File: src/acbs_pkg.sv
package acbs_pkg;
   // ==========================================
   // register map and fields
   localparam logic [3:0] ACBS_CFG_OFFSET = 4'hb;
   localparam logic [3:0] ACBS_CT0_OFFSET = 4'hc;
   localparam logic [3:0] ACBS_CTCFG_OFFSET = 4'hf;
   localparam logic [3:0] ACBS_IDX_LO_OFFSET = 4'hc;
   localparam logic [3:0] ACBS_IDX_HI_OFFSET = 4'hd;
   localparam int ACBS_KEY_MSB = 7;
   localparam int ACBS_KEY_LSB = 4;
   localparam int ACBS_BANK_POS = 7;
   localparam int ACBS_TRIG_POS = 3;
   localparam int ACBS_POL_POS = 2;
   localparam int ACBS_GAIN_MSB = 1;
   localparam int ACBS_GAIN_LSB = 0;
   localparam logic [1:0] ACBS_GAIN_RESET = 2'h0;
   localparam logic ACBS_BANK_RESET = 1'h0;
   // ==========================================
   // key nibbles
   localparam logic [3:0] ACBS_KEY_ON_0 = 4'hf;
   localparam logic [3:0] ACBS_KEY_ON_1 = 4'h5;
   localparam logic [3:0] ACBS_KEY_ON_2 = 4'hd;
   localparam logic [3:0] ACBS_KEY_OFF_0 = 4'h3;
   localparam logic [3:0] ACBS_KEY_OFF_1 = 4'hb;
   localparam logic [3:0] ACBS_KEY_OFF_2 = 4'ha;
   // ==========================================
   // types
   typedef enum logic [4:0] {
      ACBS_IDLE = 5'h01,
      ACBS_ON1 = 5'h02,
      ACBS_ON2 = 5'h04,
      ACBS_OFF1 = 5'h08,
      ACBS_OFF2 = 5'h10
   } acbs_key_state_t;
   typedef struct packed {
      logic wr;
      logic rd;
      logic [3:0] addr;
      logic [7:0] wdata;
   } acbs_bus_req_t;
   typedef struct packed {
      logic ctBankSel;
      logic idxBankSel;
      logic [3:0] addr;
   } acbs_route_t;
endpackage

File: src/acbs_key_detect.sv
`timescale 1ns/100ps
module acbs_key_detect (
   input wire logic clk,
   input wire logic nrst,
   input wire logic enable,
   input wire logic keyWrite,
   input wire logic [3:0] bankKeyNibble,
   output logic bankStatus
);
   import acbs_pkg::*;
   acbs_key_state_t state, next_state;
   logic next_bankStatus;

   // ==========================================
   // key sequence matcher
   always_comb begin
      next_state = state;
      next_bankStatus = bankStatus;
      if (!enable) begin
         next_state = ACBS_IDLE;
         next_bankStatus = ACBS_BANK_RESET;
      end else if (keyWrite) begin
         // restart on a first key so F,F,5,D still matches
         next_state = ACBS_IDLE;
         if (bankKeyNibble == ACBS_KEY_ON_0) begin
            next_state = ACBS_ON1;
         end else if (bankKeyNibble == ACBS_KEY_OFF_0) begin
            next_state = ACBS_OFF1;
         end
         case (state)
            ACBS_ON1: begin
               if (bankKeyNibble == ACBS_KEY_ON_1) begin
                  next_state = ACBS_ON2;
               end
            end
            ACBS_ON2: begin
               if (bankKeyNibble == ACBS_KEY_ON_2) begin
                  next_bankStatus = 1'b1;
                  next_state = ACBS_IDLE;
               end
            end
            ACBS_OFF1: begin
               if (bankKeyNibble == ACBS_KEY_OFF_1) begin
                  next_state = ACBS_OFF2;
               end
            end
            ACBS_OFF2: begin
               if (bankKeyNibble == ACBS_KEY_OFF_2) begin
                  next_bankStatus = 1'b0;
                  next_state = ACBS_IDLE;
               end
            end
            default: begin
            end
         endcase
      end
      // any other sequence leaves the bank as it was
   end

   always_ff @(posedge clk or negedge nrst) begin
      if (!nrst) begin
         state <= ACBS_IDLE;
         bankStatus <= ACBS_BANK_RESET;
      end else begin
         state <= next_state;
         bankStatus <= next_bankStatus;
      end
   end
endmodule

File: src/acbs_gain_reg.sv
`timescale 1ns/100ps
module acbs_gain_reg (
   input wire logic clk,
   input wire logic nrst,
   input wire logic load,
   input wire logic [1:0] gainIn,
   output logic [1:0] gain,
   output logic [3:0] gainFactor
);
   import acbs_pkg::*;
   logic [1:0] next_gain;

   // ==========================================
   // gain store
   always_comb begin
      next_gain = gain;
      if (load) begin
         next_gain = gainIn;
      end
   end

   always_ff @(posedge clk or negedge nrst) begin
      if (!nrst) begin
         gain <= ACBS_GAIN_RESET;
      end else begin
         gain <= next_gain;
      end
   end

   // one shared factor for every channel: 1, 2, 4, 8
   assign gainFactor = 4'h1 << gain;
endmodule

File: src/acbs_config_bank.sv
`timescale 1ns/100ps
// Contract
// - write takes key from bits 7:4, gain from 1:0, ignores 3:2
// - read gives bank 7, trigger 3, polarity 2, gain 1:0
// - bank bit 0 counter bank, 1 indexed bank; enhanced mode only
// - reset always selects the counter/timer bank
// - writes with keys F, 5, D select the indexed bank
// - writes with keys 3, B, A return to counter bank
// - any other write sequence leaves the bank unchanged
// - two-bit gain is read/write, resets to 00, codes x1..x8
// - gain applies to all channels; read returns gain in effect
// - polarity bit read-only from jumper: 0 bipolar, 1 unipolar
// - trigger bit mirrors trigger-active status flag
// - samples span signed 16-bit range for any gain and polarity
// - bank 0 routes 0xC-0xF to counters; bank 1 routes 12,13 index
module acbs_config_bank (
   input wire logic clk,
   input wire logic nrst,
   input wire acbs_pkg::acbs_bus_req_t busReq,
   output logic [7:0] rdata,
   output logic rdataValid,
   input wire logic enhancedMode,
   input wire logic polarityJumper,
   input wire logic triggerStateStatus,
   input wire logic signed [15:0] rawSample,
   output logic signed [15:0] sample,
   output logic bankStatus,
   output logic [1:0] gain,
   output logic [3:0] gainFactor,
   output acbs_pkg::acbs_route_t route
);
   import acbs_pkg::*;
   logic cfgHit;
   logic cfgWrite;
   logic [7:0] next_rdata;
   logic next_rdataValid;
   logic signed [15:0] next_sample;
   logic inputPolarity;
   logic triggerActiveFlag;

   // ==========================================
   // decode
   always_comb begin
      cfgHit = 1'b0;
      if (busReq.addr == ACBS_CFG_OFFSET) begin
         cfgHit = 1'b1;
      end
   end
   assign cfgWrite = busReq.wr && cfgHit;

   // ==========================================
   // bank key and gain
   acbs_key_detect u_key (
      .clk(clk),
      .nrst(nrst),
      .enable(enhancedMode),
      .keyWrite(cfgWrite),
      .bankKeyNibble(busReq.wdata[ACBS_KEY_MSB:ACBS_KEY_LSB]),
      .bankStatus(bankStatus)
   );

   acbs_gain_reg u_gain (
      .clk(clk),
      .nrst(nrst),
      .load(cfgWrite),
      // bits 3:2 of the write are dropped here
      .gainIn(busReq.wdata[ACBS_GAIN_MSB:ACBS_GAIN_LSB]),
      .gain(gain),
      .gainFactor(gainFactor)
   );

   assign inputPolarity = polarityJumper;
   assign triggerActiveFlag = triggerStateStatus;

   // ==========================================
   // read path, registered one cycle after rd
   always_comb begin
      next_rdata = 8'h00;
      next_rdataValid = 1'b0;
      if (busReq.rd && cfgHit) begin
         next_rdataValid = 1'b1;
         next_rdata[ACBS_BANK_POS] = bankStatus;
         next_rdata[ACBS_TRIG_POS] = triggerActiveFlag;
         next_rdata[ACBS_POL_POS] = inputPolarity;
         next_rdata[ACBS_GAIN_MSB:ACBS_GAIN_LSB] = gain;
      end
   end

   // ==========================================
   // sample pass-through; full range kept at every gain
   always_comb begin
      next_sample = rawSample;
   end

   always_ff @(posedge clk or negedge nrst) begin
      if (!nrst) begin
         rdata <= 8'h00;
         rdataValid <= 1'b0;
         sample <= 16'sh0000;
      end else begin
         rdata <= next_rdata;
         rdataValid <= next_rdataValid;
         sample <= next_sample;
      end
   end

   // ==========================================
   // bank routing of the upper offsets
   always_comb begin
      route.addr = busReq.addr;
      route.ctBankSel = 1'b0;
      route.idxBankSel = 1'b0;
      if (!bankStatus && busReq.addr >= ACBS_CT0_OFFSET) begin
         route.ctBankSel = 1'b1;
      end else if (bankStatus && (busReq.addr == ACBS_IDX_LO_OFFSET ||
            busReq.addr == ACBS_IDX_HI_OFFSET)) begin
         route.idxBankSel = 1'b1;
      end
   end
endmodule

File: config.mk
export PLATFORM = sky130hd
export DESIGN_NAME = acbs_config_bank
export DESIGN_NICKNAME = d
export VERILOG_FILES = /design/src/acbs_pkg.sv /design/src/acbs_key_detect.sv /design/src/acbs_gain_reg.sv /design/src/acbs_config_bank.sv
export SDC_FILE = /design/constraint.sdc
export NUM_CORES = 1
export LEC_CHECK = 0
export BUFFER_PORTS_ARGS = -buffer_cell sky130_fd_sc_hd__clkbuf_2
export CAP_MARGIN = 10
export CELL_PAD_IN_SITES_DETAIL_PLACEMENT = 2
export CELL_PAD_IN_SITES_GLOBAL_PLACEMENT = 2
export CORE_MARGIN = 2
export CORE_UTILIZATION = 21
export DETAILED_ROUTE_END_ITERATION = 8
export PLACE_DENSITY_LB_ADDON = 0.1
export REMOVE_ABC_BUFFERS = 1
export SLEW_MARGIN = 30
export SYNTH_ARGS = -nofsm -noshare
export SYNTH_HDL_FRONTEND = slang
export SYNTH_HIERARCHICAL = 1
export SYNTH_SLANG_ARGS = --single-unit
export TNS_END_PERCENT = 5
File: constraint.sdc
create_clock -name clk -period 1.4 [get_ports clk]
set_input_delay 0.07 -clock clk [delete_from_list [all_inputs] [get_ports clk]]
set_output_delay 0.07 -clock clk [all_outputs]
set_load 0.1 [all_outputs]
==> results.txt, run 1 <==
Root Driver = clkbuf_8
DIE WIDTH = 77.7 microns
Most frequent cells in the layout = clkbuf_2 (60), dfrtp_1 (29), dlygate4sd3_1 (17), buf_4 (13), nor2_1 (7)
Clock transition at the registers of the reported paths = 0.07 ns
Drt via density = 4.12
Final WL = 3.82 mm
Port bufs = 67
Hold Vio Cnt, Final = 0
Ports = 73
Status = finished with violations
Largest family of logic cells by synthesized area = simple AND/OR/NAND/NOR gates
P_sw = 1080 uW
Clock Power Share = 0.325
First-pass GRT wire length = 6.32 mm
Worst Path Max Fanout = 2
Sw Ratio = 0.383
Relative slew slack = 0.629
Multi-input gate area in the final layout = 365 sq um
Post-synthesis sequential area ratio = 0.659
Syn Std Cell Area = 1140 sq um
H-tree levels = 2
Number of clock sinks = 30
Vias in the first global route = 1174
Worst hold path type = in -> reg
Worst VDD drop = 0.487 mV
Synth warn = 6
Compound-cell area share of the yosys netlist = 0.0439
Worst skew pair latency = 0.28 ns
Final Instance Area = 2020 sq um
Share of power burned in registers = 0.333
CTS buffer count = 5
PwrDens = 1400 nW/um^2
Leak = 0.00101 uW
Hold Slack = 0.0287 ns
Critical path capture point type = register
Starting Density = 0.221
Adder-Cell Fraction of Synth Area = 0
Total internal power = 1740 uW
Most common cell after layout, fill and taps aside = clkbuf_2
Syn Inst Count = 88
Synth cell types = 28
#FFs+latches synth = 30
Violated checks = setup timing
Post-CTS Setup Inserts = 0
Dpl cell area = 1700 sq um
Initial drt markers = 27
Gr ovfl total = 0
Required @ worst endpoint = 1.61 ns
Crit path DAT = 1.67 ns
Largest net degree at the start of global routing = 31
Core box area = 5170 sq um
Hpwl dp = 2.71 mm
Critical path type = reg -> reg
Final core utilization = 0.390
Final Net Count = 221
Flip-flop and latch area = 752 sq um
Routed WL per cell = 14.9 microns
Period Utilization, post-route = 1.04
XOR/XNOR Fraction of Synth Area = 0.00768
GRT Overall Usage = 0.138
RSZ-0062 raised after global routing = yes
Logic pwr share = 0.342
Routability cong. = 0.755
Post-synthesis mux area share = 0.0263
Fin crit period = 1.46 ns
Area delta synth->final = 76.8%
Pwr Total = 2810 uW
Achievable Freq = 684 MHz
Worst slew pin tran = 0.559 ns
Chip Height = 77.7 microns
Count of pins over their slew limit = 0
Number of setup violations in the final report = 2
DRT antenna net count = 0
Clock buffer depth = 2
Drt first pass iters = 4
DR vias = 1060
DRC errors left = 0
Rows = 26
Clk_skew = 0.00122 ns
Share of layout cells above drive strength 1 = 0.556
Average cell area after synthesis = 13.0 sq um
Setup slack, reg-to-reg = -0.06 ns
# Max-Cap Violations = 0
Critical Path Start Type = register
CTS tree = done
Fillers = 555
Worst setup margin = -0.0612 ns
Antenna Diode Count = 0
Synth Area in Simple Gates = 0.207
Die ar. = 6040 sq um
Initial antenna violation count = 0
==> per-stage QoR <==
step	setup slack [ns]	instances	setup TNS (ns)
2_1_floorplan	-1.92	83	-6.35
3_3_place_gp	-0.0655	232	-0.102
3_5_place_dp	-0.133	232	-0.236
4_1_cts	-0.0615	257	-0.0819
5_1_grt	-0.108	257	-0.209
6_report	-0.0612	257	-0.0801
==> logic make-up (layout without fill, tap and decap cells) <==
logic type | after synthesis | count (layout)
buffers and inverters | 9 | 106
and+or+nand+nor | 37 | 37
AOI/OAI and AO/OA | 8 | 8
DFF | 30 | 30
xor gates and xnor gates | 1 | 1
other | 1 | 3
muxes | 2 | 2
==> metal layers <==
layer  routed length [microns]  global-route usage
met5                         0                   0
met2                      2130               0.257
met1                      1460               0.146
met3                       170              0.0419
met4                        60              0.0482
==> worst paths after layout <==
kind,start,to,depth (start not counted)
min,busReq[0],u_gain/gain[0],2
min in group asynchronous,nrst,sample[12],3
max in group asynchronous,nrst,u_key/state[0],3
max reg2reg,u_key/state[3],u_key/state[0],4
min reg2reg,u_key/state[4],u_key/state[4],2
max,u_key/state[3],u_key/state[0],4
==> registers in the layout (all words and copies together), names as in the netlist <==
register          flops
u_gain/gain           2
rdataValid            1
u_key/bankStatus      1
rdata                 5
u_key/state           5
sample               16
==> power by group through the flow <==
stage | combinational (uW) | clock [uW] | sequential (uW)
final | 962 | 914 | 938
after global routing | 995 | 985 | 946
after CTS | 970 | 936 | 939
after detailed placement | 927 | 0 | 955
after global placement | 917 | 0 | 951
after floorplan | 304 | 0 | 1240
==> synthesized netlist by cell type <==
| cell | count | share of area |
|---|---|---|
| nand2_1 | 4 | 0.013 |
| and3_2 | 5 | 0.033 |
| nor3b_1 | 1 | 0.0066 |
| dfrtp_1 | 29 | 0.64 |
| nor3b_2 | 1 | 0.011 |
| mux2_4 | 2 | 0.026 |
| a21oi_1 | 4 | 0.018 |
| and2_1 | 1 | 0.0055 |
| xnor2_1 | 1 | 0.0077 |
| nor4b_1 | 1 | 0.0077 |
| nand3_1 | 1 | 0.0044 |
| nand4b_1 | 2 | 0.015 |
| o21ai_1 | 1 | 0.0044 |
| a31oi_1 | 1 | 0.0055 |
| and4b_2 | 1 | 0.0099 |
| dfstp_2 | 1 | 0.023 |
| a31o_2 | 1 | 0.0077 |
| inv_1 | 2 | 0.0066 |
| nor2b_1 | 3 | 0.016 |
| nand4_1 | 4 | 0.022 |
| nand4bb_1 | 1 | 0.0099 |
| or3b_1 | 1 | 0.0077 |
| and2_2 | 2 | 0.013 |
| buf_4 | 7 | 0.046 |
| nor2_1 | 7 | 0.023 |
| conb_1 | 1 | 0.0033 |
| nor3_1 | 2 | 0.0088 |
| a221o_1 | 1 | 0.0088 |
==> layout make-up <==
class / instances / area share
Sequential cell: 30 / 0.373
Timing Repair Buffer: 96 / 0.341
Multi-Input combinational cell: 51 / 0.181
Tap cell: 70 / 0.0434
Clock buffer: 7 / 0.0428
Clock inverter: 1 / 0.0149
Inverter: 2 / 0.00372
==> timing repair <==
action | CTS | global route
endpoints found under the hold margin | 45 | 0
setup endpoints to repair | 3 | 3
hold buffers | 17 | 0
pin swaps | 5 | 0
gates resized for setup | 5 | 1
==> worst max-delay path: stages (launching register included) <==
cell     delay, ns
dfrtp_1       0.38
or3b_4        0.40
nor3b_4       0.22
o21ai_2       0.08
a221o_1       0.31
Power figures use the tool's default switching activity.
==> inputs of run 2 (changes only) <==
--- a/config.mk
+++ b/config.mk
@@ -9,7 +9,7 @@
 export CAP_MARGIN = 10
 export CELL_PAD_IN_SITES_DETAIL_PLACEMENT = 2
 export CELL_PAD_IN_SITES_GLOBAL_PLACEMENT = 2
-export CORE_MARGIN = 2
+export CORE_MARGIN = 1.5
 export CORE_UTILIZATION = 21
 export DETAILED_ROUTE_END_ITERATION = 8
 export PLACE_DENSITY_LB_ADDON = 0.1
==> run 2 against run 1 <==
Net effect: largest cell class unchanged; die area decreased by 2.6%; cell area decreased by 1.6%; non-clock buffer count increased by 1; the run still ends with setup timing left.
==> results.txt, run 2 (same netlist as run 1, synthesis figures left out) <==
Number of setup violations in the final report = 1 (-1)
Drt first pass iters = 4 (unchanged)
Core box area = 5170 sq um (unchanged)
Worst-path cell chain = or3b_4, nor3b_2, o21ai_1, a221o_1
Worst VDD drop = 0.442 mV (-9.2%)
Post-Route Setup TNS = -0.0410 ns (+0.0390 ns)
Clock buffer depth = 2 (unchanged)
Hold Slack = 0.0267 ns (-0.00204 ns)
Hold path depth = 2 (unchanged)
Fin crit period = 1.44 ns (-0.0202 ns)
Chip Height = 76.7 microns (-1.3%)
Critical Path Start Type = register
Die ar. = 5890 sq um (-2.6%)
Number of clock sinks = 30 (unchanged)
First-pass GRT wire length = 6.02 mm (-4.8%)
PwrDens = 1320 nW/um^2 (-5.7%)
Final Net Count = 222 (+0.45%)
Total internal power = 1550 uW (-11%)
Most frequent cells in the layout = clkbuf_2 (61), dfrtp_1 (29), dlygate4sd3_1 (17), buf_4 (13), nor2_1 (7)
Violated checks = setup timing
Count of pins over their slew limit = 0 (unchanged)
Rows = 26 (unchanged)
DRT antenna net count = 0 (unchanged)
Share of power burned in registers = 0.359 (+0.026)
H-tree levels = 2 (unchanged)
DR WL met2 = 2.01 mm (-5.6%)
Worst setup margin = -0.0410 ns (+0.0202 ns)
# Max-Cap Violations = 0 (unchanged)
Fillers = 560 (+0.90%)
CTS tree = done
Vias in the first global route = 1182 (+0.68%)
Worst hold path type = in -> reg
Required @ worst endpoint = 1.60 ns (about the same)
Final Instance Area = 1980 sq um (-1.6%)
Routed WL per cell = 14.0 microns (-5.7%)
Critical path capture point type = register
GRT Overall Usage = 0.131 (-0.00655)
Top layer in use = met4
Final WL = 3.62 mm (-5.3%)
Period Utilization, post-route = 1.03 (-0.0144)
Dpl cell area = 1710 sq um (+0.29%)
Largest register FFs = 16 (unchanged)
Routability cong. = 0.759 (+0.54%)
Port bufs = 67 (unchanged)
CTS buffer count = 5 (unchanged)
Post-Place Worst Slack = -0.129 ns (+0.00476 ns)
Ports = 73 (unchanged)
Status = finished with violations
Hold Vio Cnt, Final = 0 (unchanged)
CP max stage delay = 0.39 ns (about the same)
Crit path DAT = 1.64 ns (-0.03 ns)
Largest net degree at the start of global routing = 31 (unchanged)
Hpwl dp = 2.66 mm (-1.9%)
Initial drt markers = 30 (+11%)
Leak = 0.000996 uW (-1.5%)
Final cell count without fillers = 258 (+0.39%)
Antenna Diode Count = 0 (unchanged)
Met3 routed WL = 182 microns (+7.1%)
Gr ovfl total = 0 (unchanged)
Buf/Inv on CP = 0 (unchanged)
Worst slew pin tran = 0.559 ns (-0.000489 ns)
Sw Ratio = 0.407 (+0.0234)
Crit path max-delay family = simple AND/OR/NAND/NOR gates
Clock transition at the registers of the reported paths = 0.07 ns (about the same)
Clock Power Share = 0.273 (-0.052)
Top Registers = sample (16), rdata (5), u_key/state (5)
Flip-flop and latch area = 752 sq um (unchanged)
Share of layout cells above drive strength 1 = 0.553 (-0.00296)
DR vias = 1073 (+1.2%)
Critical path type = reg -> reg
R2R cell count = 4 (unchanged)
Met1 Wirelength = 1.39 mm (-5.1%)
CP max stage cell = or3b_4
Root Driver = clkbuf_8
DIE WIDTH = 76.7 microns (-1.3%)
DP Cell Count = 233 (+0.43%)
Clk_skew = 0.000297 ns (-0.000918 ns)
Initial antenna violation count = 0 (unchanged)
Critical path depth = 4 (unchanged)
Achievable Freq = 694 MHz (+1.4%)
Drt via density = 4.16 (+0.83%)
Most common cell after layout, fill and taps aside = clkbuf_2
DRC errors left = 0 (unchanged)
P_sw = 1060 uW (-1.5%)
Post-CTS Setup Inserts = 0 (unchanged)
Multi-input gate area in the final layout = 349 sq um (-4.5%)
Worst skew pair latency = 0.27 ns (about the same)
Logic pwr share = 0.368 (+0.026)
Area delta synth->final = 73.9%
Biggest register = sample
RSZ-0062 raised after global routing = yes
Relative slew slack = 0.629 (about the same)
Starting Density = 0.221 (unchanged)
Worst Path Max Fanout = 2 (unchanged)
## run 2: final timing paths
check | start | end | slack, ns
hold / removal | busReq[0] | u_gain/gain[0] | 0.03
min in group asynchronous | nrst | rdataValid | 0.35
setup reg to reg | u_key/state[3] | u_key/state[0] | -0.04
hold reg to reg | u_key/state[4] | u_key/state[4] | 0.60
setup / recovery | u_key/state[3] | u_key/state[0] | -0.04
max in group asynchronous | nrst | u_key/state[0] | 0.73
## run 2: area by class of cell
type	instances	share of cell area
timing repair buffer	97	0.349
multi-input combinational	51	0.176
tap	70	0.0441
inverter	2	0.00378
clock inverter	2	0.00631
clock buffer	6	0.0416
sequential	30	0.379
## run 2: power by group through the flow
stage	Clock [uW]	Combinational (uW)	Sequential [uW]
6_report	713	962	937
5_1_grt	783	994	943
4_1_cts	754	967	938
3_5_place_dp	0	927	954
3_3_place_gp	0	916	951
2_1_floorplan	0	304	1240
## run 2: timing repair
| item | 4_1_cts | 5_1_grt |
|---|---|---|
| hold buffers | 17 | 0 |
| hold endpoints to repair | 45 | 0 |
| resized for setup | 1 | 2 |
| endpoints found under the setup margin | 2 | 5 |
| pin swaps | 5 | 0 |
## run 2: per-stage QoR
stage	total power (uW)	utilization
5_1_grt	2720	0.384
3_3_place_gp	1870	0.330
2_1_floorplan	1540	-
4_1_cts	2660	0.382
6_report	2610	0.384
3_5_place_dp	1880	0.330
## run 2: metal layers
layer,up-vias,global-route usage
met1,540,0.142
met4,0,0.0389
li1,492,-
met3,5,0.0381
met5,-,0
met2,36,0.246
## run 2: worst reg2reg max path, cell delays in order, from the launching register on
cell and delay [ns]:
dfrtp_1 0.38, or3b_4 0.39, nor3b_2 0.21, o21ai_1 0.08
a221o_1 0.31
==> inputs of run 3 (changes only) <==
--- a/config.mk
+++ b/config.mk
@@ -10,13 +10,12 @@
 export CELL_PAD_IN_SITES_DETAIL_PLACEMENT = 2
 export CELL_PAD_IN_SITES_GLOBAL_PLACEMENT = 2
 export CORE_MARGIN = 1.5
-export CORE_UTILIZATION = 21
+export CORE_UTILIZATION = 22
 export DETAILED_ROUTE_END_ITERATION = 8
 export PLACE_DENSITY_LB_ADDON = 0.1
 export REMOVE_ABC_BUFFERS = 1
 export SLEW_MARGIN = 30
 export SYNTH_ARGS = -nofsm -noshare
 export SYNTH_HDL_FRONTEND = slang
-export SYNTH_HIERARCHICAL = 1
 export SYNTH_SLANG_ARGS = --single-unit
 export TNS_END_PERCENT = 5
==> run 3 against run 2 <==
Net effect: the run still ends with setup timing left; core utilization is 0.32 points lower; final cell count is 2.3% lower; worst setup slack better by 0.0063 ns; highest routed layer unchanged.
==> results.txt, run 3 <==
Hold Vio Cnt, Final = 0 (unchanged)
Critical register-to-register path endpoint = u_key.state[4]
Critical Path Start Type = register
# Max-Cap Violations = 0 (unchanged)
H-tree levels = 2 (unchanged)
Core box area = 5070 sq um (-1.9%)
Setup slack, reg-to-reg = -0.03 ns (about the same)
Worst Path Max Fanout = 2 (unchanged)
Synth area leader = dfrtp_1
Top cells by area, synth = dfrtp_1 (63%), buf_4 (4.5%), and3_2 (3.2%)
FF-to-FF Start = u_key.state[1]
Prevailing post-synth register cell = dfrtp_1
Worst VDD drop = 0.367 mV (-17%)
Final core utilization = 0.380 (-0.00322)
Leak = 0.000970 uW (-2.6%)
Hpwl dp = 2.53 mm (-4.7%)
Worst skew pair latency = 0.28 ns (about the same)
Initial drt markers = 29 (-3.3%)
Critical path depth = 4 (unchanged)
Vias in the first global route = 1171 (-0.93%)
Relative slew slack = 0.630 (about the same)
Buf/Inv on CP = 0 (unchanged)
Final WL = 3.70 mm (+2.2%)
#FFs+latches synth = 30 (unchanged)
Drt via density = 4.14 (-0.39%)
Clk_skew = 0.00639 ns (+0.00609 ns)
Most common cell after layout, fill and taps aside = clkbuf_2
DRC errors left = 0 (unchanged)
Count of pins over their slew limit = 0 (unchanged)
Worst slew pin tran = 0.558 ns (-0.000780 ns)
Starting Density = 0.228 (+0.00720)
Largest register FFs = 16 (unchanged)
Worst setup margin = -0.0347 ns (+0.00630 ns)
Clock buffer depth = 2 (unchanged)
Chip Height = 75.5 microns (-1.6%)
Largest net degree at the start of global routing = 31 (unchanged)
Hold Slack = 0.0202 ns (-0.00652 ns)
Biggest register = sample
Drt first pass iters = 3 (-1)
Ports = 73 (unchanged)
Initial antenna violation count = 0 (unchanged)
Gr ovfl total = 0 (unchanged)
Violated checks = setup timing
RSZ-0062 raised after global routing = yes
Post-Route Setup TNS = -0.0347 ns (+0.00630 ns)
Async SR Flop Fraction = 1.00 (unchanged)
Clock transition at the registers of the reported paths = 0.07 ns (about the same)
DRT antenna net count = 0 (unchanged)
Critical path origin = u_key.state[1]
Top Registers = sample (16), rdata (5), u_key.state (5)
Worst-path cell chain = nor3b_2, nand4_1, or4b_1, a21boi_1
Worst Setup EP = u_key.state[4]
Post-synthesis sequential area ratio = 0.650 (-0.00856)
DP Cell Count = 227 (-2.6%)
Routed WL per cell = 14.7 microns (+4.6%)
Synth cell types = 31 (+11%)
Final cell count without fillers = 252 (-2.3%)
Post-Place Worst Slack = -0.0607 ns (+0.0680 ns)
Die ar. = 5700 sq um (-3.2%)
CTS buffer count = 5 (unchanged)
Most frequent cells in the layout = clkbuf_2 (61), dfrtp_1 (29), dlygate4sd3_1 (17), buf_4 (11), nand2_1 (8)
GRT Overall Usage = 0.142 (+0.0105)
Syn Std Cell Area = 1160 sq um (+1.3%)
Period Utilization, post-route = 1.02 (-0.00450)
Average cell area after synthesis = 13.3 sq um (+2.5%)
R2R cell count = 4 (unchanged)
DIE WIDTH = 75.5 microns (-1.6%)
Required @ worst endpoint = 1.61 ns (about the same)
Root Driver = clkbuf_8
Syn Inst Count = 87 (-1.1%)
Share of layout cells above drive strength 1 = 0.533 (-0.0202)
Achievable Freq = 697 MHz (+0.44%)
Routability cong. = 0.742 (-2.3%)
Crit path max-delay family = simple AND/OR/NAND/NOR gates
DR vias = 1044 (-2.7%)
First-pass GRT wire length = 5.77 mm (-4.1%)
Critical path type = reg -> reg
Antenna Diode Count = 0 (unchanged)
Number of setup violations in the final report = 1 (unchanged)
CTS tree = done
CP max stage cell = or4b_1
Port bufs = 67 (unchanged)
Top cells by count, synth = dfrtp_1 (29), nand2_1 (8), buf_4 (7)
PwrDens = 1340 nW/um^2 (+2.0%)
Area delta synth->final = 67.0%
Rows = 26 (unchanged)
Crit path DAT = 1.64 ns (about the same)
Synth warn = 0 (-6)
Post-synth EDFFs = 0 (unchanged)
Share of the synthesized area in the top cell type = 0.628 (-0.00826)
Number of clock sinks = 30 (unchanged)
Critical path capture point type = register
Top-count cell post-synth = dfrtp_1
Final Net Count = 216 (-2.7%)
Worst hold path type = in -> reg
CP max stage delay = 0.49 ns (+0.10 ns)
Fin crit period = 1.43 ns (-0.00630 ns)
Status = finished with violations
## run 3: cell count changes after synthesis, sizes merged, moves of 4 or more
| cell | delta |
|---|---|
| nand2 | +5 |
| a21oi | -4 |
| nor2 | -4 |
| a21boi | +4 |
## run 3: per-layer routing
metal	part of all wire	vias up	routed length, microns	global-route usage
li1	-	483	-	-
met1	0.38	511	1410	0.158
met3	0.061	6	226	0.0344
met5	0	-	0	0
met4	0.019	0	70	0.0675
met2	0.54	44	2000	0.254
## run 3: report_power, final
group / switching [uW] / internal (uW)
Combinational: 704 / 211
Sequential: 29.8 / 906
Clock: 347 / 395
Total: 1080 / 1510
## run 3: cell families (layout without fill, tap and decap cells)
| logic type | Yosys count | after routing | synth area share |
|---|---|---|---|
| AND/OR/NAND/NOR | 36 | 36 | 0.208 |
| flip-flops | 30 | 30 | 0.650 |
| AO/OA/AOI/OAI | 9 | 9 | 0.0563 |
| buffers and inverters | 8 | 101 | 0.0552 |
| multiplexers | 2 | 2 | 0.0195 |
| other | 1 | 3 | 0.00324 |
| XOR/XNOR | 1 | 1 | 0.00758 |
## run 3: what timing repair did
item,CTS,global route
hold endpoints to repair,45,0
hold buffers,17,0
setup buffers,0,0
endpoints found under the setup margin,3,2
resized for setup,2,0
pin swaps,2,1
## run 3: through the flow
stage | power, uW | cell area, sq um
after floorplan | 1530 | 1100
after global placement | 1820 | 1660
after detailed placement | 1830 | 1660
after CTS | 2630 | 1930
after global routing | 2700 | 1930
final | 2590 | 1930
## run 3: how the worst min path moves through the flow
stage	from	end	slack (ns)	cells past startpoint
3_3_place_gp	nrst	sample[5]	0.10	2
5_1_grt	busReq[1]	u_gain.gain[1]	0.02	2
3_5_place_dp	nrst	sample[11]	0.11	2
2_1_floorplan	nrst	rdataValid	-0.23	0
6_report	busReq[1]	u_gain.gain[1]	0.02	2
4_1_cts	busReq[1]	u_gain.gain[1]	0.01	2
## run 3: area by class of cell
cell class                 instances  area (sq um)
tap                               70          87.6
sequential                        30           752
fill                             571          3140
multi-input combinational         51           358
clock buffer                       6          82.6
clock inverter                     2          12.5
timing repair buffer              93           638
